<file path="config.mk">
export PLATFORM = sky130hd
export DESIGN_NAME = pic_top
export DESIGN_NICKNAME = d
export VERILOG_FILES = /design/src/design/pic_pkg.sv /design/src/design/pic_top.sv
export SDC_FILE = /design/constraint.sdc
export NUM_CORES = 1
export LEC_CHECK = 0
export ABC_AREA = 1
export BUFFER_PORTS_ARGS = -buffer_cell sky130_fd_sc_hd__clkbuf_2
export CAP_MARGIN = 10
export CORE_MARGIN = 4
export CORE_UTILIZATION = 55
export CTS_BUF_LIST = sky130_fd_sc_hd__clkbuf_4 sky130_fd_sc_hd__clkbuf_8 sky130_fd_sc_hd__clkbuf_16
export DETAILED_ROUTE_END_ITERATION = 10
export PLACE_DENSITY = 0.76
export SLEW_MARGIN = 20
export SYNTH_ARGS = -nofsm -noshare
export SYNTH_HDL_FRONTEND = slang
export SYNTH_SLANG_ARGS = --single-unit
</file>
<file path="constraint.sdc">
create_clock -name clk_in -period 29.1 [get_ports clk_in]
set_input_delay 2.91 -clock clk_in [delete_from_list [all_inputs] [get_ports clk_in]]
set_output_delay 2.91 -clock clk_in [all_outputs]
set_load 0.005 [all_outputs]
</file>
<file path="src/design/pic_pkg.sv">
package pic_pkg;
    // Sources: 0 timer0, 1 timer1, 2 timer2, 3 dma0, 4 dma1, 5..8 external lines 0..3
    localparam int NSRC      = 9;
    localparam int NUM_INT   = 5;
    localparam int EXT_BASE  = 5;
    localparam int SRC_W     = 4;
    // Register byte offsets
    localparam logic [11:0] OFF_MASK    = 12'h000;
    localparam logic [11:0] OFF_STATUS  = 12'h004;
    localparam logic [11:0] OFF_INSERV  = 12'h008;
    localparam logic [11:0] OFF_EOI     = 12'h00C;
    localparam logic [11:0] OFF_RELOC   = 12'h010;
    localparam logic [11:0] OFF_PAIR0   = 12'h014;
    localparam logic [11:0] OFF_PAIR1   = 12'h018;
    localparam logic [11:0] OFF_IRQSTAT = 12'h01C;
    localparam logic [11:0] OFF_IRQMASK = 12'h020;
    localparam logic [11:0] OFF_VECTOR  = 12'h024;
    localparam logic [11:0] OFF_PRIO0   = 12'h040;
    // Field positions and widths
    localparam int RELOC_SLAVE_BIT = 14;
    localparam int PAIR_CASC_BIT   = 0;
    localparam int PRIO_W          = 3;
    localparam int IRQ_W           = 2;
    localparam int IRQ_ACK         = 0;
    localparam int IRQ_EOI         = 1;
    // Reset values, vector constants, the no-level marker and the state type
    localparam logic [NSRC-1:0] MASK_RST  = 9'h1FF;
    localparam logic [2:0]      PRIO_RST  = 3'h7;
    localparam logic [7:0]      VEC_BASE  = 8'h08;
    localparam logic [7:0]      NMI_VEC   = 8'h02;
    localparam logic [2:0]      LVL_NONE  = 3'h7;
    typedef enum logic [2:0] {PIC_IDLE, PIC_REQ, PIC_ACK1, PIC_GAP, PIC_ACK2} pic_state_t;
endpackage : pic_pkg

</file>
<file path="src/design/pic_top.sv">
// Local design decisions: the address map and the APB register port.
`timescale 1ns/100ps
// What this block does
// - Each internal source can be silenced by its own enable input or by a mask bit in this block.
// - Of several pending requests only the single best one is presented to the processor.
// - A request of higher priority than the one in service is still forwarded, allowing nesting.
// - Bit 14 of the relocation register selects slave mode, which only halts master delivery; the slave protocol is not implemented.
// - Five external pins are taken: one non-maskable request and four maskable lines.
// - The four maskable pins act as four direct lines, one cascade pair plus two lines, or two cascade pairs.
// - A cascade source is acknowledged by two consecutive acknowledge cycles and the vector is taken on the second.
// - Cascade sources get vectors from the external controller, all others get internal vectors.
// - Internal request handling is the same in every master configuration.
// - The configuration is set by a mode bit in each of the two external-pair control registers.
// - In fully nested mode all four maskable pins are direct requests with internal vectors.
// - One in-service flag per source is set while that source is being serviced.
// - While a flag is set no interrupt is raised for a lower-priority request.
// - While a source's flag is set a new request from that source raises no interrupt.
// - Each source has a 3-bit priority, smaller value wins.
// - Each source has a default priority and equal levels are broken by fixed source order.
module pic_top (
    // Clock and reset
    input  wire logic        clk_in,
    input  wire logic        rst_in,
    // APB slave
    input  wire logic        psel_in,
    input  wire logic        penable_in,
    input  wire logic        pwrite_in,
    input  wire logic [11:0] paddr_in,
    input  wire logic [31:0] pwdata_in,
    output logic      [31:0] prdata_out,
    output logic             pready_out,
    output logic             pslverr_out,
    // Internal sources and their enables
    input  wire logic [4:0]  int_req_in,
    input  wire logic [4:0]  int_en_in,
    // External pins
    input  wire logic        nmi_in,
    input  wire logic [3:0]  external_request_line_in,
    input  wire logic [7:0]  cascade_vector_in,
    output logic      [1:0]  vector_acknowledge_cycle_out,
    // Processor side
    output logic             cpu_int_out,
    output logic             cpu_nmi_out,
    input  wire logic        cpu_ack_in,
    output logic      [7:0]  cpu_vector_out,
    output logic             cpu_vector_valid_out,
    output logic             slave_mode_out,
    // Interrupt of the block itself
    output logic             irq_out
);
    logic [pic_pkg::NSRC-1:0]   mask_r;
    logic [pic_pkg::NSRC-1:0]   in_service_flag_r;
    logic [2:0]                 prio_r [pic_pkg::NSRC];
    logic [31:0]                reloc_r;
    logic                       ext_pair0_control_r;
    logic                       ext_pair1_control_r;
    logic [pic_pkg::IRQ_W-1:0]  irq_stat_r;
    logic [pic_pkg::IRQ_W-1:0]  irq_mask_r;
    logic [7:0]                 last_vec_r;
    pic_pkg::pic_state_t        state_r;
    logic [pic_pkg::SRC_W-1:0]  cur_src_r;
    logic                       nmi_prev_r;
    logic                       cpu_nmi_r;
    logic [pic_pkg::NSRC-1:0]   raw_req;
    logic [pic_pkg::NSRC-1:0]   cascade_src;
    logic [pic_pkg::NSRC-1:0]   eligible;
    logic [pic_pkg::SRC_W-1:0]  best_src;
    logic [2:0]                 best_lvl;
    logic                       best_any;
    logic [2:0]                 serv_lvl;
    logic                       serv_any;
    logic [pic_pkg::SRC_W-1:0]  serv_src;
    logic                       wr_en;
    logic                       eoi_wr;
    logic                       take_ack;
    logic [1:0]                 acked_pair;

    assign wr_en  = psel_in && penable_in && pwrite_in && pready_out;
    assign eoi_wr = wr_en && (paddr_in == pic_pkg::OFF_EOI);

    // Pin 0 pairs with pin 1 as request/acknowledge; pin 2 with pin 3
    always_comb begin
        cascade_src = '0;
        cascade_src[pic_pkg::EXT_BASE]     = ext_pair0_control_r;
        cascade_src[pic_pkg::EXT_BASE + 2] = ext_pair1_control_r;
    end

    always_comb begin
        raw_req = '0;
        raw_req[4:0] = int_req_in & int_en_in;
        raw_req[pic_pkg::EXT_BASE]     = external_request_line_in[0];
        raw_req[pic_pkg::EXT_BASE + 1] = external_request_line_in[1] && !ext_pair0_control_r;
        raw_req[pic_pkg::EXT_BASE + 2] = external_request_line_in[2];
        raw_req[pic_pkg::EXT_BASE + 3] = external_request_line_in[3] && !ext_pair1_control_r;
    end

    // Highest-priority in-service source; lower index wins ties
    always_comb begin
        serv_lvl = pic_pkg::LVL_NONE;
        serv_any = 1'b0;
        serv_src = '0;
        for (int i = pic_pkg::NSRC - 1; i >= 0; i--) begin
            if (in_service_flag_r[i] && (!serv_any || prio_r[i] <= serv_lvl)) begin
                serv_lvl = prio_r[i];
                serv_any = 1'b1;
                serv_src = pic_pkg::SRC_W'(i);
            end
        end
    end

    // Only strictly higher priority than anything in service may pass
    always_comb begin
        for (int i = 0; i < pic_pkg::NSRC; i++) begin
            eligible[i] = raw_req[i] && !mask_r[i] && !in_service_flag_r[i]
                          && (!serv_any || prio_r[i] < serv_lvl);
        end
    end

    // Scan downward so the lowest index wins among equal levels
    always_comb begin
        best_lvl = pic_pkg::LVL_NONE;
        best_any = 1'b0;
        best_src = '0;
        for (int i = pic_pkg::NSRC - 1; i >= 0; i--) begin
            if (eligible[i] && (!best_any || prio_r[i] <= best_lvl)) begin
                best_lvl = prio_r[i];
                best_any = 1'b1;
                best_src = pic_pkg::SRC_W'(i);
            end
        end
    end

    assign take_ack   = (state_r == pic_pkg::PIC_REQ) && cpu_int_out && cpu_ack_in;
    assign acked_pair = (cur_src_r == pic_pkg::SRC_W'(pic_pkg::EXT_BASE)) ? 2'h1 : 2'h2;

    // Slave mode halts master delivery; its protocol is not implemented
    always_ff @(posedge clk_in) begin
        if (rst_in) begin
            state_r   <= pic_pkg::PIC_IDLE;
            cur_src_r <= '0;
        end else begin
            unique case (state_r)
                pic_pkg::PIC_IDLE: begin
                    if (best_any && !reloc_r[pic_pkg::RELOC_SLAVE_BIT]) begin
                        state_r   <= pic_pkg::PIC_REQ;
                        cur_src_r <= best_src;
                    end
                end
                pic_pkg::PIC_REQ: begin
                    if (take_ack) begin
                        state_r <= cascade_src[cur_src_r] ? pic_pkg::PIC_ACK1 : pic_pkg::PIC_IDLE;
                    end else if (!best_any || reloc_r[pic_pkg::RELOC_SLAVE_BIT]) begin
                        state_r <= pic_pkg::PIC_IDLE;
                    end else begin
                        cur_src_r <= best_src;
                    end
                end
                pic_pkg::PIC_ACK1: state_r <= pic_pkg::PIC_ACK2;
                pic_pkg::PIC_ACK2: state_r <= pic_pkg::PIC_IDLE;
                default:           state_r <= pic_pkg::PIC_IDLE;
            endcase
        end
    end

    always_ff @(posedge clk_in) begin
        if (rst_in) begin
            vector_acknowledge_cycle_out <= 2'h0;
        end else if (take_ack && cascade_src[cur_src_r]) begin
            vector_acknowledge_cycle_out <= acked_pair;
        end else if (state_r == pic_pkg::PIC_ACK1) begin
            vector_acknowledge_cycle_out <= vector_acknowledge_cycle_out;
        end else begin
            vector_acknowledge_cycle_out <= 2'h0;
        end
    end

    always_ff @(posedge clk_in) begin
        if (rst_in) begin
            cpu_vector_out       <= 8'h00;
            cpu_vector_valid_out <= 1'b0;
        end else if (take_ack && !cascade_src[cur_src_r]) begin
            cpu_vector_out       <= pic_pkg::VEC_BASE + 8'(cur_src_r);
            cpu_vector_valid_out <= 1'b1;
        end else if (state_r == pic_pkg::PIC_ACK2) begin
            cpu_vector_out       <= cascade_vector_in;
            cpu_vector_valid_out <= 1'b1;
        end else begin
            cpu_vector_valid_out <= 1'b0;
        end
    end

    // Last vector handed over, kept for software
    always_ff @(posedge clk_in) begin
        if (rst_in) begin
            last_vec_r <= 8'h00;
        end else if (take_ack && !cascade_src[cur_src_r]) begin
            last_vec_r <= pic_pkg::VEC_BASE + 8'(cur_src_r);
        end else if (state_r == pic_pkg::PIC_ACK2) begin
            last_vec_r <= cascade_vector_in;
        end
    end

    always_ff @(posedge clk_in) begin
        if (rst_in) begin
            cpu_int_out <= 1'b0;
        end else begin
            cpu_int_out <= (state_r == pic_pkg::PIC_IDLE || state_r == pic_pkg::PIC_REQ)
                           && best_any && !reloc_r[pic_pkg::RELOC_SLAVE_BIT] && !take_ack;
        end
    end

    // Non-maskable pin bypasses mask and priority; rising edge pulses
    always_ff @(posedge clk_in) begin
        if (rst_in) begin
            nmi_prev_r  <= 1'b0;
            cpu_nmi_r   <= 1'b0;
            cpu_nmi_out <= 1'b0;
        end else begin
            nmi_prev_r  <= nmi_in;
            cpu_nmi_r   <= nmi_in && !nmi_prev_r;
            cpu_nmi_out <= cpu_nmi_r;
        end
    end

    // Acknowledge sets in-service; set wins over an end-of-interrupt clear
    always_ff @(posedge clk_in) begin
        if (rst_in) begin
            in_service_flag_r <= '0;
        end else begin
            for (int i = 0; i < pic_pkg::NSRC; i++) begin
                if (take_ack && cur_src_r == pic_pkg::SRC_W'(i)) begin
                    in_service_flag_r[i] <= 1'b1;
                end else if (eoi_wr && serv_any && serv_src == pic_pkg::SRC_W'(i)) begin
                    in_service_flag_r[i] <= 1'b0;
                end
            end
        end
    end

    // Own events: acknowledge taken, end-of-interrupt taken
    always_ff @(posedge clk_in) begin
        if (rst_in) begin
            irq_stat_r <= '0;
        end else begin
            for (int i = 0; i < pic_pkg::IRQ_W; i++) begin
                if ((i == pic_pkg::IRQ_ACK && take_ack) || (i == pic_pkg::IRQ_EOI && eoi_wr)) begin
                    irq_stat_r[i] <= 1'b1;
                end else if (wr_en && paddr_in == pic_pkg::OFF_IRQSTAT && pwdata_in[i]) begin
                    irq_stat_r[i] <= 1'b0;
                end
            end
        end
    end

    always_ff @(posedge clk_in) begin
        if (rst_in) begin
            irq_out <= 1'b0;
        end else begin
            irq_out <= |(irq_stat_r & irq_mask_r);
        end
    end

    // Source masks and own interrupt mask
    always_ff @(posedge clk_in) begin
        if (rst_in) begin
            mask_r     <= pic_pkg::MASK_RST;
            irq_mask_r <= '0;
        end else if (wr_en && paddr_in == pic_pkg::OFF_MASK) begin
            mask_r <= pwdata_in[pic_pkg::NSRC-1:0];
        end else if (wr_en && paddr_in == pic_pkg::OFF_IRQMASK) begin
            irq_mask_r <= pwdata_in[pic_pkg::IRQ_W-1:0];
        end
    end

    // Operating mode: relocation word and pair configuration
    always_ff @(posedge clk_in) begin
        if (rst_in) begin
            reloc_r             <= '0;
            ext_pair0_control_r <= 1'b0;
            ext_pair1_control_r <= 1'b0;
        end else if (wr_en) begin
            if (paddr_in == pic_pkg::OFF_RELOC) begin
                reloc_r <= pwdata_in;
            end
            if (paddr_in == pic_pkg::OFF_PAIR0) begin
                ext_pair0_control_r <= pwdata_in[pic_pkg::PAIR_CASC_BIT];
            end
            if (paddr_in == pic_pkg::OFF_PAIR1) begin
                ext_pair1_control_r <= pwdata_in[pic_pkg::PAIR_CASC_BIT];
            end
        end
    end

    // Priority levels, one word per source
    always_ff @(posedge clk_in) begin
        if (rst_in) begin
            for (int i = 0; i < pic_pkg::NSRC; i++) begin
                prio_r[i] <= pic_pkg::PRIO_RST;
            end
        end else if (wr_en) begin
            for (int i = 0; i < pic_pkg::NSRC; i++) begin
                if (paddr_in == pic_pkg::OFF_PRIO0 + 12'(4 * i)) begin
                    prio_r[i] <= pwdata_in[pic_pkg::PRIO_W-1:0];
                end
            end
        end
    end

    // One wait state: every access answers on its second access cycle
    always_ff @(posedge clk_in) begin
        if (rst_in) begin
            pready_out  <= 1'b0;
            pslverr_out <= 1'b0;
        end else begin
            pready_out  <= psel_in && penable_in && !pready_out;
            pslverr_out <= 1'b0;
        end
    end

    always_ff @(posedge clk_in) begin
        if (rst_in) begin
            prdata_out <= '0;
        end else if (psel_in && penable_in && !pwrite_in && !pready_out) begin
            prdata_out <= '0;
            unique case (paddr_in)
                pic_pkg::OFF_MASK:    prdata_out[pic_pkg::NSRC-1:0] <= mask_r;
                pic_pkg::OFF_STATUS:  prdata_out[pic_pkg::NSRC-1:0] <= raw_req;
                pic_pkg::OFF_INSERV:  prdata_out[pic_pkg::NSRC-1:0] <= in_service_flag_r;
                pic_pkg::OFF_RELOC:   prdata_out <= reloc_r;
                pic_pkg::OFF_PAIR0:   prdata_out[pic_pkg::PAIR_CASC_BIT] <= ext_pair0_control_r;
                pic_pkg::OFF_PAIR1:   prdata_out[pic_pkg::PAIR_CASC_BIT] <= ext_pair1_control_r;
                pic_pkg::OFF_IRQSTAT: prdata_out[pic_pkg::IRQ_W-1:0] <= irq_stat_r;
                pic_pkg::OFF_IRQMASK: prdata_out[pic_pkg::IRQ_W-1:0] <= irq_mask_r;
                pic_pkg::OFF_VECTOR:  prdata_out[7:0] <= last_vec_r;
                default: begin
                    for (int i = 0; i < pic_pkg::NSRC; i++) begin
                        if (paddr_in == pic_pkg::OFF_PRIO0 + 12'(4 * i)) begin
                            prdata_out[pic_pkg::PRIO_W-1:0] <= prio_r[i];
                        end
                    end
                end
            endcase
        end
    end

    assign slave_mode_out = reloc_r[pic_pkg::RELOC_SLAVE_BIT];
endmodule : pic_top

</file>
Word level (Yosys, flattened, before mapping)
Memories as Yosys holds them, arrays and structs flattened.
Cells that the tools add are included.

cells by class
  eq/ne operators = 42
  $add $sub $neg = 1
  $lt $le $gt $ge = 26
  multiplexer cells = 155
  reduce and logical (&&, ||, !) cells = 182
  bitwise logic cells = 12

operators with widths
  kind                 count
  $mux 3               38
  $eq 12x7->1 const B  9
  $logic_and 1x1->1    85
  $mux 4               21
  $mux 1               81
  $eq 12x5->1 const B  4
  $le 3x3->1           16
  $logic_not 1->1      44
  $eq 4x3->1 const B   8
  $logic_or 1x1->1     27
  $lt 3x3->1           9
  $reduce_bool 2->1    13
  $pmux 5 s5           1
  $eq 12x4->1 const B  2
  $eq 12x6->1 const B  2
  $mux 23              1
  $eq 4x2->1 const B   4
  $mux 8               2
  $eq 12x3->1 const B  1
  $logic_not 12->1     1
  $reduce_and 2->1     5
  $or 1x1->1           9
  $pmux 1 s9           1
  $pmux 3 s3           1
  23 further kinds     33

word-level totals
  register bits after elaboration = 112
  memories kept = 1
  logic and storage cells = 447
  RAM bits = 27
  output and inout bits = 49

memory list
  name    depth  width  read ports  clocked after memory_dff  wr ports  RTL line       RTL
  prio_r  9      3      9           0                         9         pic_top.sv:53  logic [2:0] prio_r [pic_pkg::NSRC];

Depth between registers and ports, before layout
Gate-level depths: netlist (run 1).
An unclocked memory read counts as a cell.

  depth after elaboration = 75
  mapped depth = 144
  mapped depth without buffers = 144

Worst setup path after synthesis (run 1)
No wires, ideal clock.

  path kind = register -> register
  start point = register in_service_flag_r[8] in the netlist's numbering
  end point = register cur_src_r[1] in the netlist's numbering
  slack = 12.320 ns
  period minus slack after synthesis = 16.780 ns
  required time = 29.036 ns
  library setup time = 0.064 ns
  stages on the path, launching flop included = 135
  arrival = 16.716 ns
  cell sequence = dfxtp_1 -> inv_2 -> nor2_1 -> ha_1 -> a21oi_1 -> nand2_1 -> nand2_1 -> nand2_2 -> o21ai_0 -> ha_1 -> a21oi_1 -> o21ai_1 -> nand2_1 -> nand2_4 -> o21ai_0 -> ha_1 -> a21oi_1 -> o21ai_0 -> (+99 left out) -> and2_1 -> ha_1 -> nand3b_1 -> a32oi_1 -> nand2_1 -> nand2_1 -> inv_2 -> nand2_1 -> nand2_1 -> ha_1 -> nand3b_1 -> a32oi_1 -> nand2_1 -> nand2_1 -> nand3_1 -> nand2_1 -> inv_1 -> nor2_1

on the way
  cells in the longest elaborated chain, start to end = 73
  elaborated cells on any way between the ends = 147
  classes of those cells = order compare: 25; eq/ne: 2; mux: 47; reduce/logical: 73

RTL lines
  element                                               RTL line        RTL
  from (decl)                                           pic_top.sv:52   logic [pic_pkg::NSRC-1:0] in_service_flag_r;
  from (signal assigned)                                pic_top.sv:228  in_service_flag_r <= '0;
  from (signal, indexed assignment)                     pic_top.sv:232  in_service_flag_r[i] <= 1'b1;
  from (signal, indexed assignment)                     pic_top.sv:234  in_service_flag_r[i] <= 1'b0;
  $mux 3 / $mux 1 (equally long branches)               pic_top.sv:103  if (in_service_flag_r[i] && (!serv_any || prio_r[i] <= serv_lvl)) begin
  $le 3x3->1 / $logic_not 1->1 (equally long branches)  pic_top.sv:103
  $logic_or 1x1->1                                      pic_top.sv:103
  $logic_and 1x1->1                                     pic_top.sv:103
  $mux 3 / $mux 1 (equally long branches)               pic_top.sv:103
  $le 3x3->1 / $logic_not 1->1 (equally long branches)  pic_top.sv:103
  $logic_or 1x1->1                                      pic_top.sv:103
  $logic_and 1x1->1                                     pic_top.sv:103
  (+57 left out)                                        --
  $le 3x3->1 / $logic_not 1->1 (equally long branches)  pic_top.sv:125  if (eligible[i] && (!best_any || prio_r[i] <= best_lvl)) begin
  $logic_or 1x1->1                                      pic_top.sv:125
  $logic_and 1x1->1                                     pic_top.sv:125
  $mux 1                                                pic_top.sv:125
  $logic_not 1->1                                       pic_top.sv:152  end else if (!best_any || reloc_r[pic_pkg::RELOC_SLAVE_BIT]) begin
  $logic_or 1x1->1                                      pic_top.sv:152
  $ne 2x2->1 (no line)                                  --
  $reduce_and 4->1 (no line)                            --
  to (signal assigned)                                  pic_top.sv:146  cur_src_r <= best_src;
  to (signal assigned)                                  pic_top.sv:155  cur_src_r <= best_src;
  to (decl)                                             pic_top.sv:61   logic [pic_pkg::SRC_W-1:0] cur_src_r;

Several ways; a longest one is shown, not always the timed one. The select of a mux whose other input is x is not followed.
A chain may end at the register's enable or synchronous reset.

Final worst setup path (run 1)
  start point = register in_service_flag_r[8] in the netlist's numbering
  end point = register cur_src_r[2] in the netlist's numbering

The elaborated chain is that of the path after synthesis.

==> impl_results.md, run 1 <==
* Post-Syn Nets at 1317
* CP max-delay cell: dfxtp_1
* Final #Nets at 1430
* Maximum VDD drop at 0.0383 mV
* Worst EP arrival at 19.16 ns
* Outcome: complete, no violations
* CP required at 29.44 ns
* Most used cell, CP: nand2_1
* Yosys reg bits at 139
* Fillers at 1362
* Grt total ovfl at 0
* DR pass1 iterations at 5
* Setup Viol. Count Final at 0
* Finished Cell Area at 9910 um^2
* Avg Synthesized Cell Area at 7.27 um^2
* CTS tree: built
* Post-DP Area at 9330 um^2
* Async S/R FF share, synth at 0%
* Row cnt at 45
* Min Tclk post-route at 18.82 ns
* Most frequent cells in the layout: nand2_1, inv_1, clkbuf_2
* Overall Global Routing Usage at 27.8%
* Slew margin rel. at 31.4%
* Layout Cells excl Fill at 1492
* Initial Util at 56.3%
* Post-synth EDFFs at 27
* Warnings from Yosys at 0
* PostCTS Resize Cnt at 0
* Setup TNS at 0 ns
* Die ar. at 17600 um^2
* Largest stage delay, worst path at 0.52 ns
* Worst path buffer plus inverter count at 14
* # hold bufs at CTS at 0
* FMAX at 0.0531 GHz
* IO Port Bufs at 120
* Max_cap viols at 0
* Post-Syn Area at 8560 um^2
* Number of global-route vias before repair at 7992
* Clk sinks at 139
* Reg clk slew, reported paths at 0.06 ns
* Endpoint type of the worst setup path: flip-flop
* First-pass GRT wire length at 39.5 mm
* Initial antenna violation count at 0
* Clock root cell: clkbuf_16
* Share of cells above drive strength 1 at 17.6%
* Die width at 133 um
* TritonCTS Buffers at 17
* CP delay by family, top: simple AND/OR/NAND/NOR gates
* Placed instance count at 1460
* Clock Path Buffers at 2
* Vias at 8469
* Number of remaining DRC errors at 0
* Area Overhead vs Synth at 15.8%
* Starting DRT DRC Count at 869
* Final wirelength at 24.8 mm
* Worst skew pair latency at 0.42 ns
* Pwr dens at 43.6 nW/um^2
* Most used flip-flop cell after synthesis: dfxtp_1
* Worst Max-Slew Pin Slew at 1.02 ns
* Chip Height at 133 um
* H-tree depth at 4
* Core ar. at 15200 um^2
* WL per Instance at 16.6 um
* Most common cell after layout, fill and taps aside: nand2_1
* Fin crit share at 64.7%
* Leak Pwr at 0.00441 uW
* Routed Antenna Nets at 0
* Avg Vias per Cell at 5.68
* Largest net degree at the start of global routing at 87
* Post-Syn Instances at 1178
* Fin. Hold Viols at 0
* Final estimated routing congestion in global placement at 1.02
* Final clock skew at 0.0111 ns
* Worst min path class: flip-flop to flip-flop
* Crit start category: flip-flop
* Setup bufs post-CTS at 0
* Pins Over Slew Limit at 0
* Post-DP HPWL at 19.2 mm
* Synth unique cells at 53
* WS Path Type: flip-flop to flip-flop
* Post-synthesis sequential area ratio at 35.7%
* Io pins at 122
* Crit Path Max Fanout at 9
* Ant. Diodes at 0
* RSZ-0062 raised after global routing: no
[cell families after synthesis]
group | Yosys count | share of synthesized area (%)
AOI/OAI and AO/OA | 291 | 19.4
DFF | 139 | 35.7
and+or+nand+nor | 488 | 26.7
buffers and inverters | 193 | 8.55
adders and majority gates | 66 | 9.65
other | 1 | 0.0438
[metrics by stage]
step	worst slack (ns)	utilization (%)	total power, uW	hold slack (ns)
6_report	10.28	65.2	432	0.390
5_1_grt	8.41	65.2	445	0.396
4_1_cts	10.53	65.2	433	0.391
3_5_place_dp	10.56	61.4	224	0.383
3_3_place_gp	11.07	61.4	223	0.376
2_1_floorplan	12.32	-	214	0.373
[cells in the mapped netlist (2+ instances only)]
master	n	share of area, %
clkbuf_1	29	1.3
a32oi_1	6	0.61
buf_2	3	0.18
o21ai_1	4	0.23
a2111oi_0	2	0.20
clkinv_1	2	0.088
o21ai_0	110	6.4
nor2_1	70	3.1
a31oi_1	14	1.0
nand2_4	5	0.66
nand2_1	237	10
nand3_4	2	0.41
nand3_2	16	1.9
and2_1	12	0.88
a21oi_1	107	6.3
nand4_1	8	0.58
o211ai_1	4	0.35
edfxtp_1	27	9.5
nand2_2	19	1.4
a221oi_1	10	1.0
nor2_2	5	0.37
o2111ai_1	6	0.61
o211ai_2	2	0.29
a211oi_1	5	0.44
nor3_1	29	1.7
a22o_1	2	0.20
inv_2	11	0.48
dfxtp_1	112	26
inv_1	147	6.4
or2_1	2	0.15
ha_1	66	9.6
nand3_1	70	4.1
or2_2	3	0.22
nand3b_1	7	0.61
o22ai_1	6	0.44
[routing by layer]
metal,wire length [um],global-route usage [%],vias to the layer above
met5,0,0,-
met4,903,11.9,0
met3,1840,5.70,64
met2,11500,46.1,327
met1,10600,35.2,3842
li1,-,-,4236
[sequential cells by signal, indices dropped and copies added, names as in the netlist, 2 cells and up]
register	count
cur_src_r	4
mask_r	9
irq_stat_r	2
in_service_flag_r	9
vector_acknowledge_cycle_out	2
state_r	3
reloc_r	32
irq_mask_r	2
last_vec_r	8
prdata_out	32
prio_r	27
[area by class of cell]
type                    count  area, um^2  area share [%]
clock buffers              17         425            4.29
inverters                 160         601            6.06
well taps                 188         235            2.37
clock inverters            15         154            1.55
multi-input cells         846        4790            48.3
repair buffers            127         653            6.59
flip-flops and latches    139        3050            30.8
[worst paths after layout]
check             cells after the start                 start            to  slack (ns)
setup / recovery                    137  in_service_flag_r[8]  cur_src_r[2]       10.28
hold / removal                        1            nmi_prev_r     cpu_nmi_r        0.39
setup reg to reg                    137  in_service_flag_r[8]  cur_src_r[2]       10.28
hold reg to reg                       1            nmi_prev_r     cpu_nmi_r        0.39
[power by group]
group | switching, uW | internal (uW)
Combinational | 12.0 | 7.93
Sequential | 1.52 | 198
Clock | 91.2 | 121
Total | 105 | 327
Power figures use the tool's default switching activity.
==> run 2, diff against run 1 <==
==> constraint.sdc (replaced) <==
create_clock -name clk_in -period 17.5 [get_ports clk_in]
set_input_delay 1.75 -clock clk_in [delete_from_list [all_inputs] [get_ports clk_in]]
set_output_delay 1.75 -clock clk_in [all_outputs]
set_load 0.005 [all_outputs]
==> impl_results.md, run 2 (synthesis results as in run 1) <==
* CP delay by family, top: simple AND/OR/NAND/NOR gates (unchanged)
* Failing checks: negative setup slack
* Die ar. at 17600 um^2 (unchanged)
* Setup Viol. Count Final at 4 (was 0)
* WS Path Type: flip-flop to flip-flop (unchanged)
* Largest net degree at the start of global routing at 87 (unchanged)
* Clock Path Buffers at 2 (unchanged)
* Largest regs: prdata_out (32), reloc_r (32), prio_r (27) (unchanged)
* Routed Antenna Nets at 0 (unchanged)
* Row cnt at 45 (unchanged)
* Clock root cell: clkbuf_16 (unchanged)
* Reg clk slew, reported paths at 0.06 ns (about the same)
* Dpl ws at -0.610 ns (was 10.56 ns)
* CTS tree: built (unchanged)
* WL per Instance at 18.9 um (was 16.6 um)
* # hold bufs at CTS at 0 (unchanged)
* Worst min path class: flip-flop to flip-flop (unchanged)
* Initial Util at 56.3% (unchanged)
* Overall Power at 697 uW (was 432 uW)
* Fin. Hold Viols at 0 (unchanged)
* Avg Vias per Cell at 5.96 (was 5.68)
* Number of global-route vias before repair at 8167 (was 7992)
* Pins Over Slew Limit at 0 (unchanged)
* Number of remaining DRC errors at 0 (unchanged)
* Endpoint type of the worst setup path: flip-flop (unchanged)
* Leak Pwr at 0.00492 uW (was 0.00441 uW)
* Reg-to-Reg Start: prio_r[0][24] (was in_service_flag_r[8])
* Pwr dens at 60.1 nW/um^2 (was 43.6 nW/um^2)
* Worst EP arrival at 18.66 ns (was 19.16 ns)
* Worst setup startpoint: prio_r[0][24] (was in_service_flag_r[8])
* Area Overhead vs Synth at 35.4% (was 15.8%)
* Final #Nets at 1493 (was 1430)
* Most common cell after layout, fill and taps aside: nand2_1 (unchanged)
* TritonCTS Buffers at 17 (unchanged)
* Share of cells above drive strength 1 at 34.7% (was 17.6%)
* Largest stage delay, worst path at 0.44 ns (was 0.52 ns)
* FMAX at 0.0547 GHz (was 0.0531 GHz)
* Most frequent cells in the layout: nand2_1, inv_1, clkbuf_2 (unchanged)
* Min Tclk post-route at 18.30 ns (was 18.82 ns)
* Max_cap viols at 0 (unchanged)
* Final wirelength at 29.5 mm (was 24.8 mm)
* Crit Path Max Fanout at 8 (was 9)
* Io pins at 122 (unchanged)
* CP max-delay cell: edfxtp_1 (was dfxtp_1)
* Initial antenna violation count at 1 (was 0)
* R2r setup slk at -0.80 ns (was 10.28 ns)
* Fin crit share at 105% (was 64.7%)
* Final estimated routing congestion in global placement at 1.00 (was 1.02)
* Most used cell, CP: nand2_2 (was nand2_1)
* Worst Max-Slew Pin Slew at 1.01 ns (was 1.02 ns)
* RSZ-0062 raised after global routing: yes (was no)
* Die width at 133 um (unchanged)
* DR pass1 iterations at 8 (was 5)
* Slew margin rel. at 32.4% (was 31.4%)
* Maximum VDD drop at 0.0823 mV (was 0.0383 mV)
* Grt total ovfl at 0 (unchanged)
* Starting DRT DRC Count at 773 (was 869)
* CP required at 17.87 ns (was 29.44 ns)
* Vias at 9267 (was 8469)
* Outcome: complete, but fails checks (was complete, no violations)
* Crit start category: flip-flop (unchanged)
* Clk sinks at 139 (unchanged)
* Core ar. at 15200 um^2 (unchanged)
* Final WS setup at -0.798 ns (was 10.28 ns)
* Final clock skew at 0.0117 ns (was 0.0111 ns)
* Overall Global Routing Usage at 28.3% (was 27.8%)
* Post-DP HPWL at 19.5 mm (was 19.2 mm)
* IO Port Bufs at 120 (unchanged)
* Worst path buffer plus inverter count at 15 (was 14)
* First-pass GRT wire length at 40.4 mm (was 39.5 mm)
* Worst skew pair latency at 0.42 ns (about the same)
* H-tree depth at 4 (unchanged)
* Chip Height at 133 um (unchanged)
* Hold path start: nmi_prev_r (unchanged)
==> run 2: cell types whose count changed in the layout (fill, tap and decap cells not counted), moves of 24 or more <==
cell	before	now
buf_4	7	64
nand2_4	5	29
nand2_2	20	52
ha_4	0	36
nand2_1	236	178
ha_1	66	30
==> run 2: final cells by class <==
type	instances	area [um^2]
diodes	1	2.50
clock buffers	19	453
clock inverters	12	88.8
fillers	1132	3610
inverters	160	621
multi-input cells	846	5980
flip-flops and latches	139	3060
well taps	188	235
repair buffers	190	1150
==> run 2: worst paths after layout <==
kind                  end  cells past startpoint
max          cur_src_r[1]                    136
max reg2reg  cur_src_r[1]                    136
min             cpu_nmi_r                      1
min reg2reg     cpu_nmi_r                      1
==> run 2: routing by layer <==
layer  share of wire, %  wire length (um)  track usage [%]
met1                 38             11100             35.7
met2                 47             13800             46.7
met3                9.1              2690             5.86
met4                6.1              1790             13.1
met5                  0                 0                0
==> run 2: metrics by stage <==
stage / hold WS (ns) / setup TNS [ns] / utilization, % / instance area, um^2 / std cells
3_5_place_dp: 0.380 / -2.31 / 62.6 / 9520 / 1485
6_report: 0.387 / -3.12 / 76.2 / 11600 / 1555
5_1_grt: 0.410 / -6.41 / 76.2 / 11600 / 1555
4_1_cts: 0.388 / 0 / 66.6 / 10100 / 1520
2_1_floorplan: 0.373 / 0 / - / 8560 / 1178
3_3_place_gp: 0.376 / 0 / 62.6 / 9520 / 1485
==> run 2: where the power goes <==
group          internal (uW)  switching, uW
Sequential               330           2.82
Clock                    189            140
Combinational           14.2           21.1
==> run 2: worst reg2reg max path, delay by kind of cell (launching register included) <==
| kind | cells | cell delay (ns) |
|---|---|---|
| AO/OA/AOI/OAI | 30 | 4.53 |
| AND/OR/NAND/NOR | 74 | 7.80 |
| buffers and inverters | 15 | 1.23 |
| adder cells (fa/ha/maj) | 17 | 4.25 |
| flip-flops | 1 | 0.44 |
==> run 2: what timing repair did <==
| action | 4_1_cts | 5_1_grt |
|---|---|---|
| buffers inserted | 4 | 37 |
| setup endpoints to repair | 4 | 4 |
| pin swaps | 2 | 116 |
| gates resized for setup | 18 | 255 |
==> run 3, diff against run 2 <==
--- a/config.mk
+++ b/config.mk
@@ -5,7 +5,7 @@
 export SDC_FILE = /design/constraint.sdc
 export NUM_CORES = 1
 export LEC_CHECK = 0
-export ABC_AREA = 1
+export ABC_AREA = 0
 export BUFFER_PORTS_ARGS = -buffer_cell sky130_fd_sc_hd__clkbuf_2
 export CAP_MARGIN = 10
 export CORE_MARGIN = 4
==> impl_results.md, run 3 <==
* Setup TNS at -15.62 ns (was -3.12 ns)
* Worst min path class: flip-flop to flip-flop (unchanged)
* First-pass GRT wire length at 47.4 mm (was 40.4 mm)
* Min Tclk post-route at 21.51 ns (was 18.30 ns)
* Synth unique cells at 76 (was 53)
* Async S/R FF share, synth at 0% (unchanged)
* Die ar. at 17600 um^2 (about the same)
* Endpoint type of the worst setup path: flip-flop (unchanged)
* Post-synth top area share at 26.3% (was 26.2%)
* Failing checks: negative setup slack (unchanged)
* Gr busiest metal: met2 (unchanged)
* Largest area contributor in the netlist: dfxtp_1 (unchanged)
* Grt total ovfl at 0 (unchanged)
* Row cnt at 45 (unchanged)
* Area Overhead vs Synth at 40.4% (was 35.4%)
* Routed Antenna Nets at 0 (unchanged)
* CP max-delay cell: or4_4 (was edfxtp_1)
* Setup Viol. Count Final at 4 (unchanged)
* Reg clk slew, reported paths at 0.07 ns (was 0.06 ns)
* Post-DP HPWL at 23.1 mm (was 19.5 mm)
* Avg Vias per Cell at 6.42 (was 5.96)
* Worst skew pair latency at 0.44 ns (was 0.42 ns)
* Core ar. at 15200 um^2 (unchanged)
* Worst EP arrival at 21.84 ns (was 18.66 ns)
* Largest cells by area after synthesis: dfxtp_1, ha_1, edfxtp_1 (was dfxtp_1, nand2_1, ha_1)
* Max_cap viols at 0 (unchanged)
* Most used flip-flop cell after synthesis: dfxtp_1 (unchanged)
* Chip Height at 133 um (about the same)
* Post-Syn Instances at 1031 (was 1178)
* H-tree depth at 4 (unchanged)
* Largest net degree at the start of global routing at 79 (was 87)
* Maximum VDD drop at 0.0693 mV (was 0.0823 mV)
* Crit start category: flip-flop (unchanged)
* Die width at 133 um (about the same)
* Most frequent cells in the layout: buf_4, nand2_1, clkbuf_2 (was nand2_1, inv_1, clkbuf_2)
* Yosys reg bits at 139 (unchanged)
* Clk sinks at 139 (unchanged)
* Io pins at 122 (unchanged)
* Share of cells above drive strength 1 at 36.2% (was 34.7%)
* Slew margin rel. at 31.0% (was 32.4%)
* Warnings from Yosys at 0 (unchanged)
* Outcome: complete, but fails checks (unchanged)
* RSZ-0062 raised after global routing: yes (unchanged)
* Fin. Hold Viols at 0 (unchanged)
* Fillers at 1048 (was 1132)
* Clock Path Buffers at 2 (unchanged)
* Layout Cells excl Fill at 1491 (was 1555)
* Worst Max-Slew Pin Slew at 1.03 ns (was 1.01 ns)
* Avg Synthesized Cell Area at 8.27 um^2 (was 7.27 um^2)
* TritonCTS Buffers at 17 (unchanged)
* Post-Syn Area at 8530 um^2 (was 8560 um^2)
* Clock root cell: clkbuf_16 (unchanged)
* Most common cell in the netlist: nand2_1 (unchanged)
* Fin crit share at 123% (was 105%)
* Placed instance count at 1411 (was 1485)
* Met1 Resource Use GR at 46.1% (was 35.7%)
* Hold_ws at 0.389 ns (was 0.387 ns)
* Final WS setup at -4.01 ns (was -0.798 ns)
* CP required at 17.82 ns (was 17.87 ns)
* Leak Pwr at 0.00493 uW (was 0.00492 uW)
* WL per Instance at 21.8 um (was 18.9 um)
* Finished Core Util at 78.8% (was 76.2%)
* Initial Util at 56.1% (was 56.3%)
* IO Port Bufs at 120 (unchanged)
* FMAX at 0.0465 GHz (was 0.0547 GHz)
* Final wirelength at 32.5 mm (was 29.5 mm)
* Crit Path Max Fanout at 8 (unchanged)
* Number of global-route vias before repair at 8844 (was 8167)
* DR pass1 iterations at 6 (was 8)
* Number of remaining DRC errors at 0 (unchanged)
* Largest stage delay, worst path at 0.53 ns (was 0.44 ns)
* Final estimated routing congestion in global placement at 1.05 (was 1.00)
* Ant. Diodes at 0 (was 1)
* Final clock skew at 0.0121 ns (was 0.0117 ns)
* Met2 Use GR at 51.8% (was 46.7%)
* Post-Syn Nets at 1170 (was 1317)
* # hold bufs at CTS at 0 (unchanged)
* Met3 Track Usage GR at 10.0% (was 5.86%)
* Post-synthesis sequential area ratio at 35.8% (was 35.7%)
* WS Path Type: flip-flop to flip-flop (unchanged)
* Post-synth EDFFs at 27 (unchanged)
* Vias at 9567 (was 9267)
* Final #Nets at 1429 (was 1493)
* Starting DRT DRC Count at 1137 (was 773)
* Pwr dens at 61.5 nW/um^2 (was 60.1 nW/um^2)
* Initial antenna violation count at 0 (was 1)
* Overall Global Routing Usage at 34.2% (was 28.3%)
* CTS tree: built (unchanged)
* Largest regs: prdata_out (32), reloc_r (32), prio_r (27) (unchanged)
* Pins Over Slew Limit at 0 (unchanged)
* Most common cell after layout, fill and taps aside: buf_4 (was nand2_1)
* Synth top cells by count: nand2_1, dfxtp_1, a21oi_1 (was nand2_1, inv_1, dfxtp_1)
## run 3: critical path, delay by kind of cell, from the launching register on
family | cells | cell delay, ns
adder cells (fa/ha/maj) | 17 | 4.16
multiplexers | 4 | 1.30
AO/OA/AOI/OAI | 62 | 10.51
flip-flops | 1 | 0.41
buffers and inverters | 11 | 1.33
AND/OR/NAND/NOR | 28 | 3.66
## run 3: cell families (layout without fill, tap and decap cells)
family,after synthesis,after routing,share of synthesized area (%)
flip-flops,139,139,35.8
multiplexers,25,25,3.21
adder cells (fa/ha/maj),66,66,9.68
other,1,1,0.0440
AO/OA/AOI/OAI,312,313,25.3
buffers and inverters,96,367,4.33
AND/OR/NAND/NOR,392,392,21.6
## run 3: power by group
| group | leakage (uW) | switching (uW) | internal (uW) |
|---|---|---|---|
| sequential | 0.00110 | 1.61 | 327 |
| combinational | 0.00353 | 20.1 | 12.9 |
| clock | 0.000301 | 168 | 207 |
## run 3: layout make-up
| class | instances | area, um^2 | area share, % |
|---|---|---|---|
| well taps | 188 | 235 | 1.96 |
| flip-flops and latches | 139 | 3060 | 25.5 |
| clock inverters | 15 | 196 | 1.64 |
| repair buffers | 289 | 1910 | 15.9 |
| multi-input cells | 797 | 5970 | 49.9 |
| inverters | 46 | 180 | 1.50 |
| clock buffers | 17 | 425 | 3.55 |
## run 3: worst paths after layout
path	from	end	slack (ns)	cells past startpoint
setup reg to reg	prio_r[0][24]	cur_src_r[3]	-4.01	122
hold reg to reg	nmi_prev_r	cpu_nmi_r	0.39	1
hold / removal	nmi_prev_r	cpu_nmi_r	0.39	1
setup / recovery	prio_r[0][24]	cur_src_r[3]	-4.01	122
## run 3: layer usage
metal / up-vias / wire length (um)
li1: 4323 / -
met1: 4510 / 12800
met2: 614 / 14500
met3: 120 / 3680
met4: 0 / 1450
met5: - / 0
## run 3: through the flow
step / total power [uW] / area (um^2) / worst slack [ns]
after floorplan: 350 / 8970 / -3.23
after global routing: 754 / 12000 / -4.85
after detailed placement: 367 / 10500 / -3.68
after global placement: 366 / 10500 / -3.13
final: 737 / 12000 / -4.01
after CTS: 735 / 11400 / -3.33
## run 3: repair_timing
| action | 4_1_cts | 5_1_grt |
|---|---|---|
| endpoints found under the setup margin | 4 | 4 |
| gates resized for setup | 15 | 79 |
| cloned | 1 | 0 |
| pin swaps | 29 | 63 |
| setup buffers | 23 | 26 |
